**src/pkg/uart_defs.vh**
```
`ifndef UART_DEFS_VH
`define UART_DEFS_VH

// Register indices; byte address is four times the index
`define IDX_DATA      3'h0
`define IDX_IER       3'h1
`define IDX_IIR       3'h2
`define IDX_LCTL      3'h3
`define IDX_MCTL      3'h4
`define IDX_LSR       3'h5
`define IDX_MSR       3'h6
`define IDX_LAST      3'h6

// Reset values
`define DIV_RESET     16'h0002
`define LCTL_RESET    8'h00
`define IER_RESET     4'h0
`define FCTL_RESET    8'h00
`define MCTL_RESET    2'h0

// Field positions
`define LCTL_DLAB     7
`define LCTL_BREAK    6
`define LCTL_EPS      4
`define LCTL_PEN      3
`define LCTL_STB      2
`define IER_RX        0
`define IER_TX        1
`define IER_LS        2
`define IER_MS        3
`define FCTL_EN       0
`define FCTL_RXCLR    1
`define FCTL_TXCLR    2

// Interrupt cause codes
`define IIR_NONE      4'h1
`define IIR_LS        4'h6
`define IIR_RX        4'h4
`define IIR_TO        4'hC
`define IIR_TX        4'h2
`define IIR_MS        4'h0

// Timing counts in baud ticks, bits and characters; FIFO depth in entries
`define TICKS_PER_BIT 16
`define HALF_BIT      4'h7
`define LAST_TICK     4'hF
`define CHAR_BITS     10
`define TIMEOUT_CHARS 4
`define TIMEOUT_TICKS (`TIMEOUT_CHARS * `CHAR_BITS * `TICKS_PER_BIT)
`define FIFO_DEPTH    16

`endif

```
**src/rtl/uart_irq_baud.v**
```verilog
// Contract
// Transmit interrupt when nothing waits to send; own enable; cleared by data write.
// FIFO on: data-ready interrupt while receive count reaches trigger level.
// FIFO off: data-ready interrupt while single receive buffer holds a byte.
// Timeout when below trigger and no FIFO access for four character times.
// Timeout stays until receive FIFO is emptied.
// Data-ready and timeout share one enable bit.
// Line status interrupt on parity, framing, overrun or break.
// Reading line status immediately drops pending line status interrupt.
// FIFO mode: line status interrupt only when erroneous byte is at head. Code also raises it at once on overrun.
// Summary error flag stays while any erroneous byte is in FIFO.
// Modem interrupt on handshake input change; cleared by reading handshake status. Code flags ring indicator only on its trailing edge.
// Reset loads all registers with defaults and flushes both FIFOs.
// Software sets divisor, disables interrupts, programs control, clears status, enables.
// Enabling transmit interrupt while empty fires at once; first write clears.
// Receiver has no disable and always hunts for a start bit.
// Software reads line status before each receive byte until empty.
// Without interrupts software polls status; cause register is not usable.
// 16-bit down-counter to 0001h, then reload and one-cycle end pulse.
// Divisor resets to 0002h.
// Divisor 0001h is valid and ticks every clock.
// Writing either divisor byte reloads counter and restarts count.
// Divisor bytes reachable only while line control bit 7 is set.
// Each serial bit lasts 16 baud ticks.
// Bit rate is clock over sixteen times divisor.
`include "uart_defs.vh"

module uart_irq_baud (
  // Clock and reset
  input  wire        sys_clk_i,
  input  wire        sys_rst_i,
  // APB slave
  input  wire        psel_i,
  input  wire        penable_i,
  input  wire        pwrite_i,
  input  wire [11:0] paddr_i,
  input  wire [31:0] pwdata_i,
  output reg  [31:0] prdata_o,
  output reg         pready_o,
  output reg         pslverr_o,
  // Serial line and handshake
  input  wire        rxd_i,
  input  wire        cts_n_i,
  input  wire        dsr_n_i,
  input  wire        dcd_n_i,
  input  wire        ri_n_i,
  output reg         txd_o,
  output reg         rts_n_o,
  output reg         dtr_n_o,
  // Events
  output reg         irq_o,
  output reg         baud_tick_o
);

  localparam ST_IDLE = 3'h0;
  localparam ST_STRT = 3'h1;
  localparam ST_DATA = 3'h2;
  localparam ST_PAR  = 3'h3;
  localparam ST_STOP = 3'h4;
  localparam ST_STP2 = 3'h5;

  function addr_ok;
    input [11:0] a;
    begin
      addr_ok = (a[11:5] == 7'h00) && (a[1:0] == 2'h0) && (a[4:2] <= `IDX_LAST);
    end
  endfunction

  function [4:0] trig_count;
    input [1:0] sel;
    begin
      case (sel)
        2'h0:    trig_count = 5'd1;
        2'h1:    trig_count = 5'd4;
        2'h2:    trig_count = 5'd8;
        default: trig_count = 5'd14;
      endcase
    end
  endfunction

  // Control registers
  reg  [7:0]  lctl_q;
  reg  [3:0]  ier_q;
  reg  [7:0]  fctl_q;
  reg  [1:0]  mctl_q;
  reg  [15:0] div_q;
  reg  [15:0] cnt_q;

  // Bus decode
  wire        acc    = psel_i & penable_i & pready_o;
  wire        ok     = addr_ok(paddr_i);
  wire [2:0]  idx    = paddr_i[4:2];
  wire        dlab   = lctl_q[`LCTL_DLAB];
  wire        wr     = acc & pwrite_i & ok;
  wire        rd     = acc & ~pwrite_i & ok;
  wire        wr_thr = wr & (idx == `IDX_DATA) & ~dlab;
  wire        wr_dll = wr & (idx == `IDX_DATA) & dlab;
  wire        wr_dlh = wr & (idx == `IDX_IER) & dlab;
  wire        wr_ier = wr & (idx == `IDX_IER) & ~dlab;
  wire        wr_fct = wr & (idx == `IDX_IIR);
  wire        rd_rbr = rd & (idx == `IDX_DATA) & ~dlab;
  wire        rd_lsr = rd & (idx == `IDX_LSR);
  wire        rd_msr = rd & (idx == `IDX_MSR);
  wire        fifo_en = fctl_q[`FCTL_EN];
  wire [15:0] div_new = wr_dll ? {div_q[15:8], pwdata_i[7:0]} : {pwdata_i[7:0], div_q[7:0]};

  always @(posedge sys_clk_i) begin
    if (sys_rst_i) begin
      lctl_q <= `LCTL_RESET;
      ier_q  <= `IER_RESET;
      fctl_q <= `FCTL_RESET;
      mctl_q <= `MCTL_RESET;
      div_q  <= `DIV_RESET;
    end else begin
      if (wr & (idx == `IDX_LCTL))
        lctl_q <= pwdata_i[7:0];
      if (wr_ier)
        ier_q <= pwdata_i[3:0];
      if (wr_fct)
        fctl_q <= {pwdata_i[7:6], 3'h0, pwdata_i[2:0]};
      if (wr & (idx == `IDX_MCTL))
        mctl_q <= pwdata_i[1:0];
      if (wr_dll | wr_dlh)
        div_q <= div_new;
    end
  end

  // Baud down-counter
  always @(posedge sys_clk_i) begin
    if (sys_rst_i) begin
      cnt_q       <= `DIV_RESET;
      baud_tick_o <= 1'b0;
    end else if (wr_dll | wr_dlh) begin
      cnt_q       <= div_new;
      baud_tick_o <= 1'b0;
    end else if (cnt_q == 16'h0001) begin
      cnt_q       <= div_q;
      baud_tick_o <= 1'b1;
    end else begin
      cnt_q       <= cnt_q - 16'h0001;
      baud_tick_o <= 1'b0;
    end
  end

  // Input synchronisers
  reg  [4:0] sync1_q;
  reg  [4:0] sync2_q;
  always @(posedge sys_clk_i) begin
    if (sys_rst_i) begin
      sync1_q <= 5'h1F;
      sync2_q <= 5'h1F;
    end else begin
      sync1_q <= {ri_n_i, dcd_n_i, dsr_n_i, cts_n_i, rxd_i};
      sync2_q <= sync1_q;
    end
  end
  wire       rx_s  = sync2_q[0];
  wire [3:0] mdm_s = ~sync2_q[4:1];

  // Transmit FIFO
  reg  [7:0] tx_mem [0:`FIFO_DEPTH-1];
  reg  [3:0] tx_wp_q;
  reg  [3:0] tx_rp_q;
  reg  [4:0] tx_cnt_q;
  reg  [2:0] tx_st_q;
  reg  [3:0] tx_tk_q;
  reg  [2:0] tx_bit_q;
  reg  [7:0] tx_sh_q;
  reg        tx_par_q;
  wire       tx_full = fifo_en ? (tx_cnt_q == 5'd16) : (tx_cnt_q != 5'd0);
  wire       tx_push = wr_thr & ~tx_full;
  wire       tx_pop  = (tx_st_q == ST_IDLE) & (tx_cnt_q != 5'd0);
  wire       tx_end  = baud_tick_o & (tx_tk_q == `LAST_TICK);

  always @(posedge sys_clk_i) begin
    if (sys_rst_i | (wr_fct & pwdata_i[`FCTL_TXCLR])) begin
      tx_wp_q  <= 4'h0;
      tx_rp_q  <= 4'h0;
      tx_cnt_q <= 5'd0;
    end else begin
      if (tx_push) begin
        tx_mem[tx_wp_q] <= pwdata_i[7:0];
        tx_wp_q         <= tx_wp_q + 4'h1;
      end
      if (tx_pop)
        tx_rp_q <= tx_rp_q + 4'h1;
      tx_cnt_q <= tx_cnt_q + {4'h0, tx_push} - {4'h0, tx_pop};
    end
  end

  // Transmitter
  always @(posedge sys_clk_i) begin
    if (sys_rst_i) begin
      tx_st_q  <= ST_IDLE;
      tx_tk_q  <= 4'h0;
      tx_bit_q <= 3'h0;
      tx_sh_q  <= 8'h00;
      tx_par_q <= 1'b0;
      txd_o    <= 1'b1;
    end else begin
      if (baud_tick_o)
        tx_tk_q <= tx_tk_q + 4'h1;
      case (tx_st_q)
        ST_IDLE: begin
          tx_tk_q <= 4'h0;
          if (tx_pop) begin
            tx_sh_q  <= tx_mem[tx_rp_q];
            tx_par_q <= ~lctl_q[`LCTL_EPS];
            tx_st_q  <= ST_STRT;
          end
        end
        ST_STRT: if (tx_end) begin
          tx_st_q  <= ST_DATA;
          tx_bit_q <= 3'h0;
        end
        ST_DATA: if (tx_end) begin
          tx_par_q <= tx_par_q ^ tx_sh_q[0];
          tx_sh_q  <= {1'b0, tx_sh_q[7:1]};
          tx_bit_q <= tx_bit_q + 3'h1;
          if (tx_bit_q == 3'h7)
            tx_st_q <= lctl_q[`LCTL_PEN] ? ST_PAR : ST_STOP;
        end
        ST_PAR:  if (tx_end)
          tx_st_q <= ST_STOP;
        ST_STOP: if (tx_end)
          tx_st_q <= lctl_q[`LCTL_STB] ? ST_STP2 : ST_IDLE;
        ST_STP2: if (tx_end)
          tx_st_q <= ST_IDLE;
        default: tx_st_q <= ST_IDLE;
      endcase
      if (lctl_q[`LCTL_BREAK])
        txd_o <= 1'b0;
      else
        case (tx_st_q)
          ST_STRT: txd_o <= 1'b0;
          ST_DATA: txd_o <= tx_sh_q[0];
          ST_PAR:  txd_o <= tx_par_q;
          default: txd_o <= 1'b1;
        endcase
    end
  end

  // Receiver, always hunting for a start bit
  reg  [2:0]  rx_st_q;
  reg  [3:0]  rx_tk_q;
  reg  [2:0]  rx_bit_q;
  reg  [7:0]  rx_sh_q;
  reg         rx_par_q;
  reg         rx_pe_q;
  reg         rx_push_q;
  reg  [10:0] rx_word_q;
  wire        rx_smp = baud_tick_o & (rx_tk_q == `LAST_TICK);
  wire        rx_brk = (rx_sh_q == 8'h00) & ~rx_s & ~(lctl_q[`LCTL_PEN] & rx_par_q);

  always @(posedge sys_clk_i) begin
    if (sys_rst_i) begin
      rx_st_q   <= ST_IDLE;
      rx_tk_q   <= 4'h0;
      rx_bit_q  <= 3'h0;
      rx_sh_q   <= 8'h00;
      rx_par_q  <= 1'b0;
      rx_pe_q   <= 1'b0;
      rx_push_q <= 1'b0;
      rx_word_q <= 11'h000;
    end else begin
      rx_push_q <= 1'b0;
      if (baud_tick_o)
        rx_tk_q <= rx_tk_q + 4'h1;
      case (rx_st_q)
        ST_IDLE: begin
          rx_tk_q <= 4'h0;
          if (~rx_s)
            rx_st_q <= ST_STRT;
        end
        ST_STRT: if (baud_tick_o & (rx_tk_q == `HALF_BIT)) begin
          rx_tk_q  <= 4'h0;
          rx_bit_q <= 3'h0;
          rx_par_q <= ~lctl_q[`LCTL_EPS];
          rx_st_q  <= rx_s ? ST_IDLE : ST_DATA;
        end
        ST_DATA: if (rx_smp) begin
          rx_sh_q  <= {rx_s, rx_sh_q[7:1]};
          rx_par_q <= rx_par_q ^ rx_s;
          rx_bit_q <= rx_bit_q + 3'h1;
          if (rx_bit_q == 3'h7)
            rx_st_q <= lctl_q[`LCTL_PEN] ? ST_PAR : ST_STOP;
        end
        ST_PAR:  if (rx_smp) begin
          rx_pe_q  <= rx_par_q ^ rx_s;
          rx_par_q <= rx_s;
          rx_st_q  <= ST_STOP;
        end
        ST_STOP: if (rx_smp) begin
          rx_word_q <= {rx_brk, ~rx_s, lctl_q[`LCTL_PEN] & rx_pe_q, rx_sh_q};
          rx_push_q <= 1'b1;
          rx_pe_q   <= 1'b0;
          rx_st_q   <= ST_IDLE;
        end
        default: rx_st_q <= ST_IDLE;
      endcase
    end
  end

  // Receive FIFO with error tags
  reg  [10:0] rx_mem [0:`FIFO_DEPTH-1];
  reg  [3:0]  rx_wp_q;
  reg  [3:0]  rx_rp_q;
  reg  [4:0]  rx_cnt_q;
  reg  [4:0]  err_cnt_q;
  reg         oe_q;
  reg         pop_q;
  reg         head_err_q;
  wire        rx_full  = fifo_en ? (rx_cnt_q == 5'd16) : (rx_cnt_q != 5'd0);
  wire        rx_push  = rx_push_q & ~rx_full;
  wire        rx_pop   = rd_rbr & (rx_cnt_q != 5'd0);
  wire        rx_clr   = wr_fct & pwdata_i[`FCTL_RXCLR];
  wire [10:0] rx_head  = rx_mem[rx_rp_q];
  wire        head_err = (rx_cnt_q != 5'd0) & (|rx_head[10:8]);
  wire        push_err = rx_push & (|rx_word_q[10:8]);
  wire        pop_err  = rx_pop & (|rx_head[10:8]);

  always @(posedge sys_clk_i) begin
    if (sys_rst_i | rx_clr) begin
      rx_wp_q   <= 4'h0;
      rx_rp_q   <= 4'h0;
      rx_cnt_q  <= 5'd0;
      err_cnt_q <= 5'd0;
    end else begin
      if (rx_push) begin
        rx_mem[rx_wp_q] <= rx_word_q;
        rx_wp_q         <= rx_wp_q + 4'h1;
      end
      if (rx_pop)
        rx_rp_q <= rx_rp_q + 4'h1;
      rx_cnt_q  <= rx_cnt_q + {4'h0, rx_push} - {4'h0, rx_pop};
      err_cnt_q <= err_cnt_q + {4'h0, push_err} - {4'h0, pop_err};
    end
  end

  // Interrupt sources
  reg         ls_pend_q;
  reg         thr_int_q;
  reg         tx_empty_q;
  reg         to_q;
  reg  [9:0]  to_cnt_q;
  reg  [3:0]  mdm_q;
  reg  [3:0]  delta_q;
  wire        ovr_evt  = rx_push_q & rx_full;
  wire        head_evt = head_err & (~head_err_q | pop_q);
  wire        tx_empty = (tx_cnt_q == 5'd0);
  wire        below    = (rx_cnt_q != 5'd0) & (rx_cnt_q < trig_count(fctl_q[7:6]));
  wire [3:0]  mdm_evt  = {mdm_q[3] & ~mdm_s[3], mdm_q[2:0] ^ mdm_s[2:0]};
  wire        rx_rdy   = fifo_en ? (rx_cnt_q >= trig_count(fctl_q[7:6]))
                                 : (rx_cnt_q != 5'd0);

  always @(posedge sys_clk_i) begin
    if (sys_rst_i) begin
      ls_pend_q  <= 1'b0;
      oe_q       <= 1'b0;
      pop_q      <= 1'b0;
      head_err_q <= 1'b0;
      thr_int_q  <= 1'b0;
      tx_empty_q <= 1'b1;
      to_q       <= 1'b0;
      to_cnt_q   <= 10'd0;
      mdm_q      <= 4'h0;
      delta_q    <= 4'h0;
    end else begin
      pop_q      <= rx_pop;
      head_err_q <= head_err;
      tx_empty_q <= tx_empty;
      mdm_q      <= mdm_s;
      if (ovr_evt | (fifo_en ? head_evt : (rx_push & |rx_word_q[10:8])))
        ls_pend_q <= 1'b1;
      else if (rd_lsr)
        ls_pend_q <= 1'b0;
      if (ovr_evt)
        oe_q <= 1'b1;
      else if (rd_lsr)
        oe_q <= 1'b0;
      if (tx_empty & ((~tx_empty_q) | (wr_ier & pwdata_i[`IER_TX])))
        thr_int_q <= 1'b1;
      else if (wr_thr)
        thr_int_q <= 1'b0;
      if (rx_push | rx_pop | ~below)
        to_cnt_q <= 10'd0;
      else if (baud_tick_o & (to_cnt_q != `TIMEOUT_TICKS))
        to_cnt_q <= to_cnt_q + 10'd1;
      if (fifo_en & below & (to_cnt_q == `TIMEOUT_TICKS))
        to_q <= 1'b1;
      else if (rx_cnt_q == 5'd0)
        to_q <= 1'b0;
      delta_q <= mdm_evt | (rd_msr ? 4'h0 : delta_q);
    end
  end

  wire int_ls = ier_q[`IER_LS] & ls_pend_q;
  wire int_rx = ier_q[`IER_RX] & rx_rdy;
  wire int_to = ier_q[`IER_RX] & to_q;
  wire int_tx = ier_q[`IER_TX] & thr_int_q;
  wire int_ms = ier_q[`IER_MS] & (|delta_q);

  reg  [3:0] cause;
  always @* begin
    if (int_ls)
      cause = `IIR_LS;
    else if (int_rx)
      cause = `IIR_RX;
    else if (int_to)
      cause = `IIR_TO;
    else if (int_tx)
      cause = `IIR_TX;
    else if (int_ms)
      cause = `IIR_MS;
    else
      cause = `IIR_NONE;
  end

  // Read data mux
  reg  [7:0] rdata;
  always @* begin
    case (idx)
      `IDX_DATA: rdata = dlab ? div_q[7:0] : rx_head[7:0];
      `IDX_IER:  rdata = dlab ? div_q[15:8] : {4'h0, ier_q};
      `IDX_IIR:  rdata = {fifo_en, fifo_en, 2'h0, cause};
      `IDX_LCTL: rdata = lctl_q;
      `IDX_MCTL: rdata = {6'h00, mctl_q};
      `IDX_LSR:  rdata = {err_cnt_q != 5'd0, tx_empty & (tx_st_q == ST_IDLE), tx_empty,
                          rx_head[10:8] & {3{rx_cnt_q != 5'd0}}, oe_q, rx_cnt_q != 5'd0};
      `IDX_MSR:  rdata = {mdm_s, delta_q};
      default:   rdata = 8'h00;
    endcase
  end

  // APB response and pins
  wire setup_acc = psel_i & penable_i & ~pready_o;
  always @(posedge sys_clk_i) begin
    if (sys_rst_i) begin
      pready_o  <= 1'b0;
      pslverr_o <= 1'b0;
      prdata_o  <= 32'h00000000;
      irq_o     <= 1'b0;
      rts_n_o   <= 1'b1;
      dtr_n_o   <= 1'b1;
    end else begin
      pready_o  <= setup_acc;
      pslverr_o <= setup_acc & ~ok;
      if (setup_acc)
        prdata_o <= (ok & ~pwrite_i) ? {24'h000000, rdata} : 32'h00000000;
      irq_o   <= int_ls | int_rx | int_to | int_tx | int_ms;
      dtr_n_o <= ~mctl_q[0];
      rts_n_o <= ~mctl_q[1];
    end
  end

endmodule

```
**config.mk**
```make
export PLATFORM = sky130hd
export DESIGN_NAME = uart_irq_baud
export DESIGN_NICKNAME = d
export VERILOG_FILES = /design/src/rtl/uart_irq_baud.v
export VERILOG_INCLUDE_DIRS = /design/src /design/src/pkg
export SDC_FILE = /design/constraint.sdc
export NUM_CORES = 1
export LEC_CHECK = 0
export ABC_AREA = 1
export CAP_MARGIN = 20
export CORE_MARGIN = 8
export CORE_UTILIZATION = 50
export CTS_BUF_LIST = sky130_fd_sc_hd__clkbuf_8
export DETAILED_ROUTE_END_ITERATION = 8
export DONT_BUFFER_PORTS = 1
export GPL_TIMING_DRIVEN = 0
export PLACE_DENSITY = 0.66
export SYNTH_ARGS = -nofsm -noshare
export SYNTH_HDL_FRONTEND = slang
export SYNTH_SLANG_ARGS = --single-unit
```
**constraint.sdc**
```tcl
create_clock -name sys_clk_i -period 3.05 [get_ports sys_clk_i]
set_input_delay 0 -clock sys_clk_i [delete_from_list [all_inputs] [get_ports sys_clk_i]]
set_output_delay 0 -clock sys_clk_i [all_outputs]
set_load 0.02 [all_outputs]
```
==> impl_metrics.ini, run 1 <==
[clock_network]
h-tree-depth = 3
cts_buffer_depth = 3
numCtsBuffers = 84
clk_pin_slew_ns = 0.06
clock_sinks = 493
cts_root_buf = clkbuf_8
insertion_delay_ns = 0.67
cts_tree = yes

[setup_path]
cp.required_ns = 3.60
path_class = flip-flop to flip-flop
cp_top_family = simple AND/OR/NAND/NOR gates
crit_buf_inv = 6
critPathMaxFanout = 10
crit_chain = buf_12 > buf_4 > nand2_1 > nand3_1 > nand3_1 > nand3_1 > nand2_4 > nor2_4 > a21oi_2 > ha_1 > inv_1 > ha_2 > inv_2 > fa_2 > inv_2 > a21oi_2 > nor2_1 > nor2_1 > xor2_1 > inv_1 > nor2_1
max_stage_delay_ns = 0.36
slowest_stage = fa_2
crit_arrival_ns = 3.54
end_kind = flip-flop
crit_path_start_kind = flip-flop

[drt]
dr.pass1.iters = 6
routed-via-count = 16900
ant_nets = 0
route.detailed.drc = 0
vias_per_cell = 5.48
drt_wl_total_um = 61300
drt-initial-drc-count = 1899
wl_per_cell_um = 19.9

[pwr]
p_comb_share_pct = 19.2
p_leak_nw = 9.70
internal_power_mw = 11.2
power_mw = 16.1
power_frac_clock_pct = 34.2
switching_power_mw = 4.92
peakVddDrop_mv = 0.379
power_frac_seq_pct = 46.5
power_density_nw_per_um2 = 641
swShare_pct = 30.6

[logic_synthesis]
yosysTopAreaCellShare_pct = 42.2
synth_common_cells = nand2_1, edfxtp_1, nor2_1, inv_1, nand3_1
synth_flop_cell = edfxtp_1
syn_area_um2 = 21600
synthCells = 2258
yosysSeqAreaShare_pct = 59.7
async_reset_ff_share_pct = 0
synth.avg_cell_area_um2 = 9.58
yosysWarnings = 0
synth.most_common_cell = nand2_1
synth_top_cell_by_area = edfxtp_1
synth.area.top_cells = edfxtp_1, dfxtp_1, nand2_1, nand3_1, nor2_1
ys_seq_elements = 493
synth_edf_count = 304
synth_cell_types = 56

[die]
start_util_pct = 50.4
die_x_um = 224
die_area_um2 = 50200
row_count = 76
die_y_um = 224
pin_count = 93
core_um2 = 42900

[place]
dp_cells = 2879
pre_cts_slack_ns = -0.548
placement.cell_area_um2 = 22600
io_buffers = 0
place_congestion = 0.935
hpwl_um = 41900

[final_layout]
ff_latch_area_um2 = 12900
multi_input_area_um2 = 7610
stdcell_area_um2 = 25100
fin_util_pct = 58.5
syn_to_final_growth_pct = 16.1
drive_above_1_share_pct = 13.6
final_nets = 2542
finalNonFillerCells = 3090
fillers = 3654

[run_status]
status = complete, no violations

[global_routing]
track_usage_pct = 24.0
gr-total-overflow = 0
grt_pass1_vias = 16000
grt_pass1_wl_um = 92600
grt_max_degree = 21
antenna_found_initial = 3

[sta]
maxSlewViolCount = 0
grt_setup_unrepaired = true
fin_setup_tns_ns = 0
fin_ws_ns = 0.0694
maxSlewHeadroom_pct = 20.4
post-route-period-util_pct = 97.7
worst_slew_pin_slew_ns = 1.19
whs_ns = 0.0585
setup-violations-final = 0
clock_skew_ns = 0.0328
min_period_ns = 2.98
fmax_mhz = 335
hold_violations = 0

[flow_run]
cap_violations = 0

[min_path]
hp-class = input port to flip-flop
-- area by class of cell --
type                            count  area share [%]
Inverter                          211            3.31
Clock inverter                     52           0.907
Timing Repair Buffer               75            2.82
Clock buffer                       95            5.21
Antenna cell                        2          0.0199
Buffer                            114            3.00
Tap cell                          585            2.92
Sequential cell                   493            51.5
Multi-Input combinational cell   1463            30.3
-- worst paths after layout --
check / end / cells after the start / startpoint / slack [ns]
worst max-delay path: err_cnt_q[4] / 21 / flip-flop / 0.07
worst min-delay path: prdata_o[2] / 6 / paddr_i[3] / 0.06
worst max register to register: err_cnt_q[4] / 21 / flip-flop / 0.07
worst min register to register: sync2_q[4] / 1 / sync1_q[4] / 0.40
-- layer usage --
metal	vias to the layer above	wire length, µm	global-route usage [%]
li1	8004	-	-
met1	7979	25500	32.1
met2	784	27100	36.0
met3	160	6490	7.36
met4	2	2270	9.71
met5	-	11	0
-- cells in the final DEF, fill, tap and decap left out, drive strengths merged, types with 26 or more instances in the layout --
cell | netlist | final
nand3 | 193 | 193
a21oi | 123 | 123
inv | 210 | 233
nand2 | 456 | 456
nor3 | 33 | 33
buf | 62 | 102
o21ai | 168 | 168
dfxtp | 189 | 189
nor2 | 251 | 251
dlygate4sd3 | 0 | 38
o211ai | 34 | 34
clkbuf | 52 | 144
edfxtp | 304 | 304
ha | 43 | 43
clkinv | 1 | 26
-- flip-flops by register name, indices dropped and copies added, names as in the netlist, 8 cells and up, named ones only --
register,cells
prdata_o,8
tx_sh_q,8
rx_word_q,11
tx_mem,128
lctl_q,8
rx_sh_q,8
div_q,16
to_cnt_q,10
cnt_q,16
rx_mem,176
-- cells by family after synthesis --
family                     Yosys count  share of synthesized area [%]
buffers and inverters              325                           6.44
and+or+nand+nor                    983                           19.8
AOI/OAI and AO/OA                  383                           10.2
xor gates and xnor gates            27                           1.09
other                                1                         0.0173
DFF                                493                           59.7
adders and majority gates           46                           2.77
-- worst register-to-register path: stages, from the launching register on --
cell and delay (ns):
dfxtp_2 0.34, buf_12 0.14, buf_4 0.22, nand2_1 0.08
nand3_1 0.08, nand3_1 0.10, nand3_1 0.15, nand2_4 0.10
nor2_4 0.15, a21oi_2 0.07, ha_1 0.29, inv_1 0.06
ha_2 0.18, inv_2 0.04, fa_2 0.36, inv_2 0.07
a21oi_2 0.04, nor2_1 0.10, nor2_1 0.06, xor2_1 0.15
inv_1 0.06, nor2_1 0.03
-- power groups by stage --
stage | combinational, mW | sequential, mW | clock, mW
after detailed placement | 2.85 | 7.62 | 0
final | 3.09 | 7.49 | 5.51
after CTS | 2.96 | 7.48 | 5.60
after floorplan | 2.10 | 7.56 | 0
after global routing | 3.46 | 7.51 | 5.89
after global placement | 2.79 | 7.61 | 0
-- repair_timing --
action | 4_1_cts | 5_1_grt
resized for setup | 67 | 74
hold buffers | 38 | 0
setup buffers | 7 | 15
endpoints found under the hold margin | 240 | 0
pin swaps | 6 | 25
gates cloned | 0 | 1
setup endpoints to repair | 289 | 78
Note: power is estimated with default switching activity, not from simulation.
==> inputs of run 2 (changes only) <==
- CORE_UTILIZATION: 50 -> 52
- PLACE_DENSITY: 0.66 -> 0.68
==> run 2 against run 1 <==
- the flow now finishes with violations (setup timing)
- core utilization is 2.5 points higher
- sequential share of layout area is 0.29 points higher
- largest cell class unchanged
- critical path type unchanged
- worst hold slack worse by 0.0031 ns
- cell count is 1.8% lower
- sequential cell count stayed put
- via count is 1.9% higher
- clock skew is 0.0037 ns lower
- largest power group unchanged
- clock-buffer cell count is 1 higher
- register-to-register slack worse by 0.11 ns
- cell area is 0.57% lower
- critical path depth is 1 higher
==> impl_metrics.ini, run 2 (synthesized netlist as in run 1, its figures left out) <==
[clock_network]
insertion_delay_ns = 0.65
cts_tree = yes
numCtsBuffers = 82
cts_buffer_depth = 3
h-tree-depth = 3
clock_sinks = 493
clk_pin_slew_ns = 0.07
cts_root_buf = clkbuf_8

[die]
die_x_um = 220
die_area_um2 = 48400
row_count = 74
pin_count = 93
start_util_pct = 52.8
core_um2 = 40900
die_y_um = 220

[setup_path]
cp_top_family = adder cells
end_kind = flip-flop
reg2reg_slack_ns = -0.04
reg2reg_depth = 22
r2r_end = err_cnt_q[4]
critPathMaxFanout = 10
crit_buf_inv = 9
crit_path_start_kind = flip-flop
crit_arrival_ns = 3.63
cp.required_ns = 3.59
slowest_stage = fa_2
path_class = flip-flop to flip-flop
max_stage_delay_ns = 0.35
crit_chain = buf_8 > inv_4 > buf_8 > buf_6 > o21ai_1 > nand3_1 > nand3_1 > nand2_2 > inv_2 > a21oi_2 > ha_1 > inv_2 > ha_2 > inv_1 > fa_2 > inv_2 > a21oi_1 > nor2_1 > nor2_1 > xor2_1 > inv_1 > nor2_1

[sta]
maxSlewViolCount = 0
clock_skew_ns = 0.0291
fin_ws_ns = -0.0383
setup-violations-final = 1
maxSlewHeadroom_pct = 29.2
fin_setup_tns_ns = -0.0383
grt_setup_unrepaired = true
hold_violations = 0
worst_slew_pin_slew_ns = 1.06
post-route-period-util_pct = 101
min_period_ns = 3.09
whs_ns = 0.0554
fmax_mhz = 324

[min_path]
hp-class = input port to flip-flop
hold_start = dsr_n_i
worstHoldEndpoint = sync1_q[2]
hold_depth = 2

[global_routing]
top_usage_layer = met2
antenna_found_initial = 4
grt_util_met2_pct = 36.7
grt_pass1_wl_um = 93300
gr-total-overflow = 0
grt_pass1_vias = 16400
grt_max_degree = 21
grt_util_met3_pct = 6.87
met1_usage_pct = 35.9
track_usage_pct = 25.0

[pwr]
peakVddDrop_mv = 0.326
p_leak_nw = 9.68
power_mw = 16.2
power_density_nw_per_um2 = 649

[drt]
routed-via-count = 17200
dr.pass1.iters = 5
wl_per_cell_um = 20.1
ant_nets = 0
vias_per_cell = 5.68
route.detailed.drc = 0
drt-initial-drc-count = 2088
drt_wl_total_um = 61100

[final_layout]
largest_reg_flops = 176
syn_to_final_growth_pct = 15.4
reg_top3 = rx_mem x176, tx_mem x128
final_cell_mix = nand2_1, edfxtp_1, nor2_1
drive_above_1_share_pct = 13.3
fin_util_pct = 61.0
top_register = rx_mem
final_nets = 2537
layout_commonest_cell = nand2_1
fillers = 3451

[place]
place_congestion = 0.937
io_buffers = 0
hpwl_um = 41900

[run_status]
status = complete, but fails checks
violations = setup timing

[flow_run]
cap_violations = 0
==> run 2: cell types whose count changed in the layout (fill, tap and decap cells not counted), sizes merged <==
cell	previous run	this run
buf	102	95
clkinvlp	4	3
dlygate4sd3	38	42
clkinv	26	25
diode	2	3
inv	233	231
clkbuf	144	145
bufinv	0	2
==> run 2: how the worst max path moves through the flow <==
| stage | startpoint | endpoint | cells past startpoint |
|---|---|---|---|
| floorplan | pready_o | tx_cnt_q[4] | 15 |
| global placement | rx_cnt_q[3] | rx_mem[13][3] | 12 |
| detailed placement | flip-flop | err_cnt_q[4] | 22 |
| CTS | flip-flop | err_cnt_q[4] | 22 |
| global route | flip-flop | err_cnt_q[4] | 22 |
| finish | flip-flop | err_cnt_q[4] | 22 |
==> run 2: layer usage <==
| metal | vias to the layer above | part of all wire [%] |
|---|---|---|
| met5 | - | 0 |
| met4 | 0 | 2.3 |
| met3 | 123 | 12 |
| met2 | 893 | 43 |
| met1 | 8204 | 43 |
| li1 | 8024 | - |
==> run 2: final cells by class <==
cell class	count	area (µm²)	area share [%]
tap	532	666	2.67
sequential	493	12900	51.8
clock inverter	50	278	1.11
timing repair buffer	72	662	2.65
inverter	211	811	3.25
clock buffer	96	1320	5.30
antenna	3	7.51	0.0301
buffer	114	714	2.86
multi-input combinational	1463	7570	30.3
==> run 2: repair_timing <==
| action | CTS | global route |
|---|---|---|
| setup buffers | 5 | 10 |
| setup endpoints to repair | 170 | 93 |
| gates cloned | 0 | 0 |
| gates resized for setup | 72 | 38 |
| endpoints found under the hold margin | 235 | 0 |
| pin swaps | 8 | 13 |
| hold buffers | 42 | 0 |
==> run 2: per-stage QoR <==
step           std cells  setup WS [ns]  cell area [µm²]
2_1_floorplan       2281          0.258            21700
3_3_place_gp        2813         -0.744            22400
3_5_place_dp        2828         -0.651            22500
4_1_cts             3021        -0.0689            24800
5_1_grt             3034         -0.216            25000
6_report            3034        -0.0383            25000
==> run 2: where the power goes <==
| part | internal (mW) | switching (mW) |
|---|---|---|
| Sequential | 7.27 | 0.209 |
| Clock | 3.04 | 2.68 |
| Combinational | 1.01 | 2.00 |
| Total | 11.3 | 4.89 |
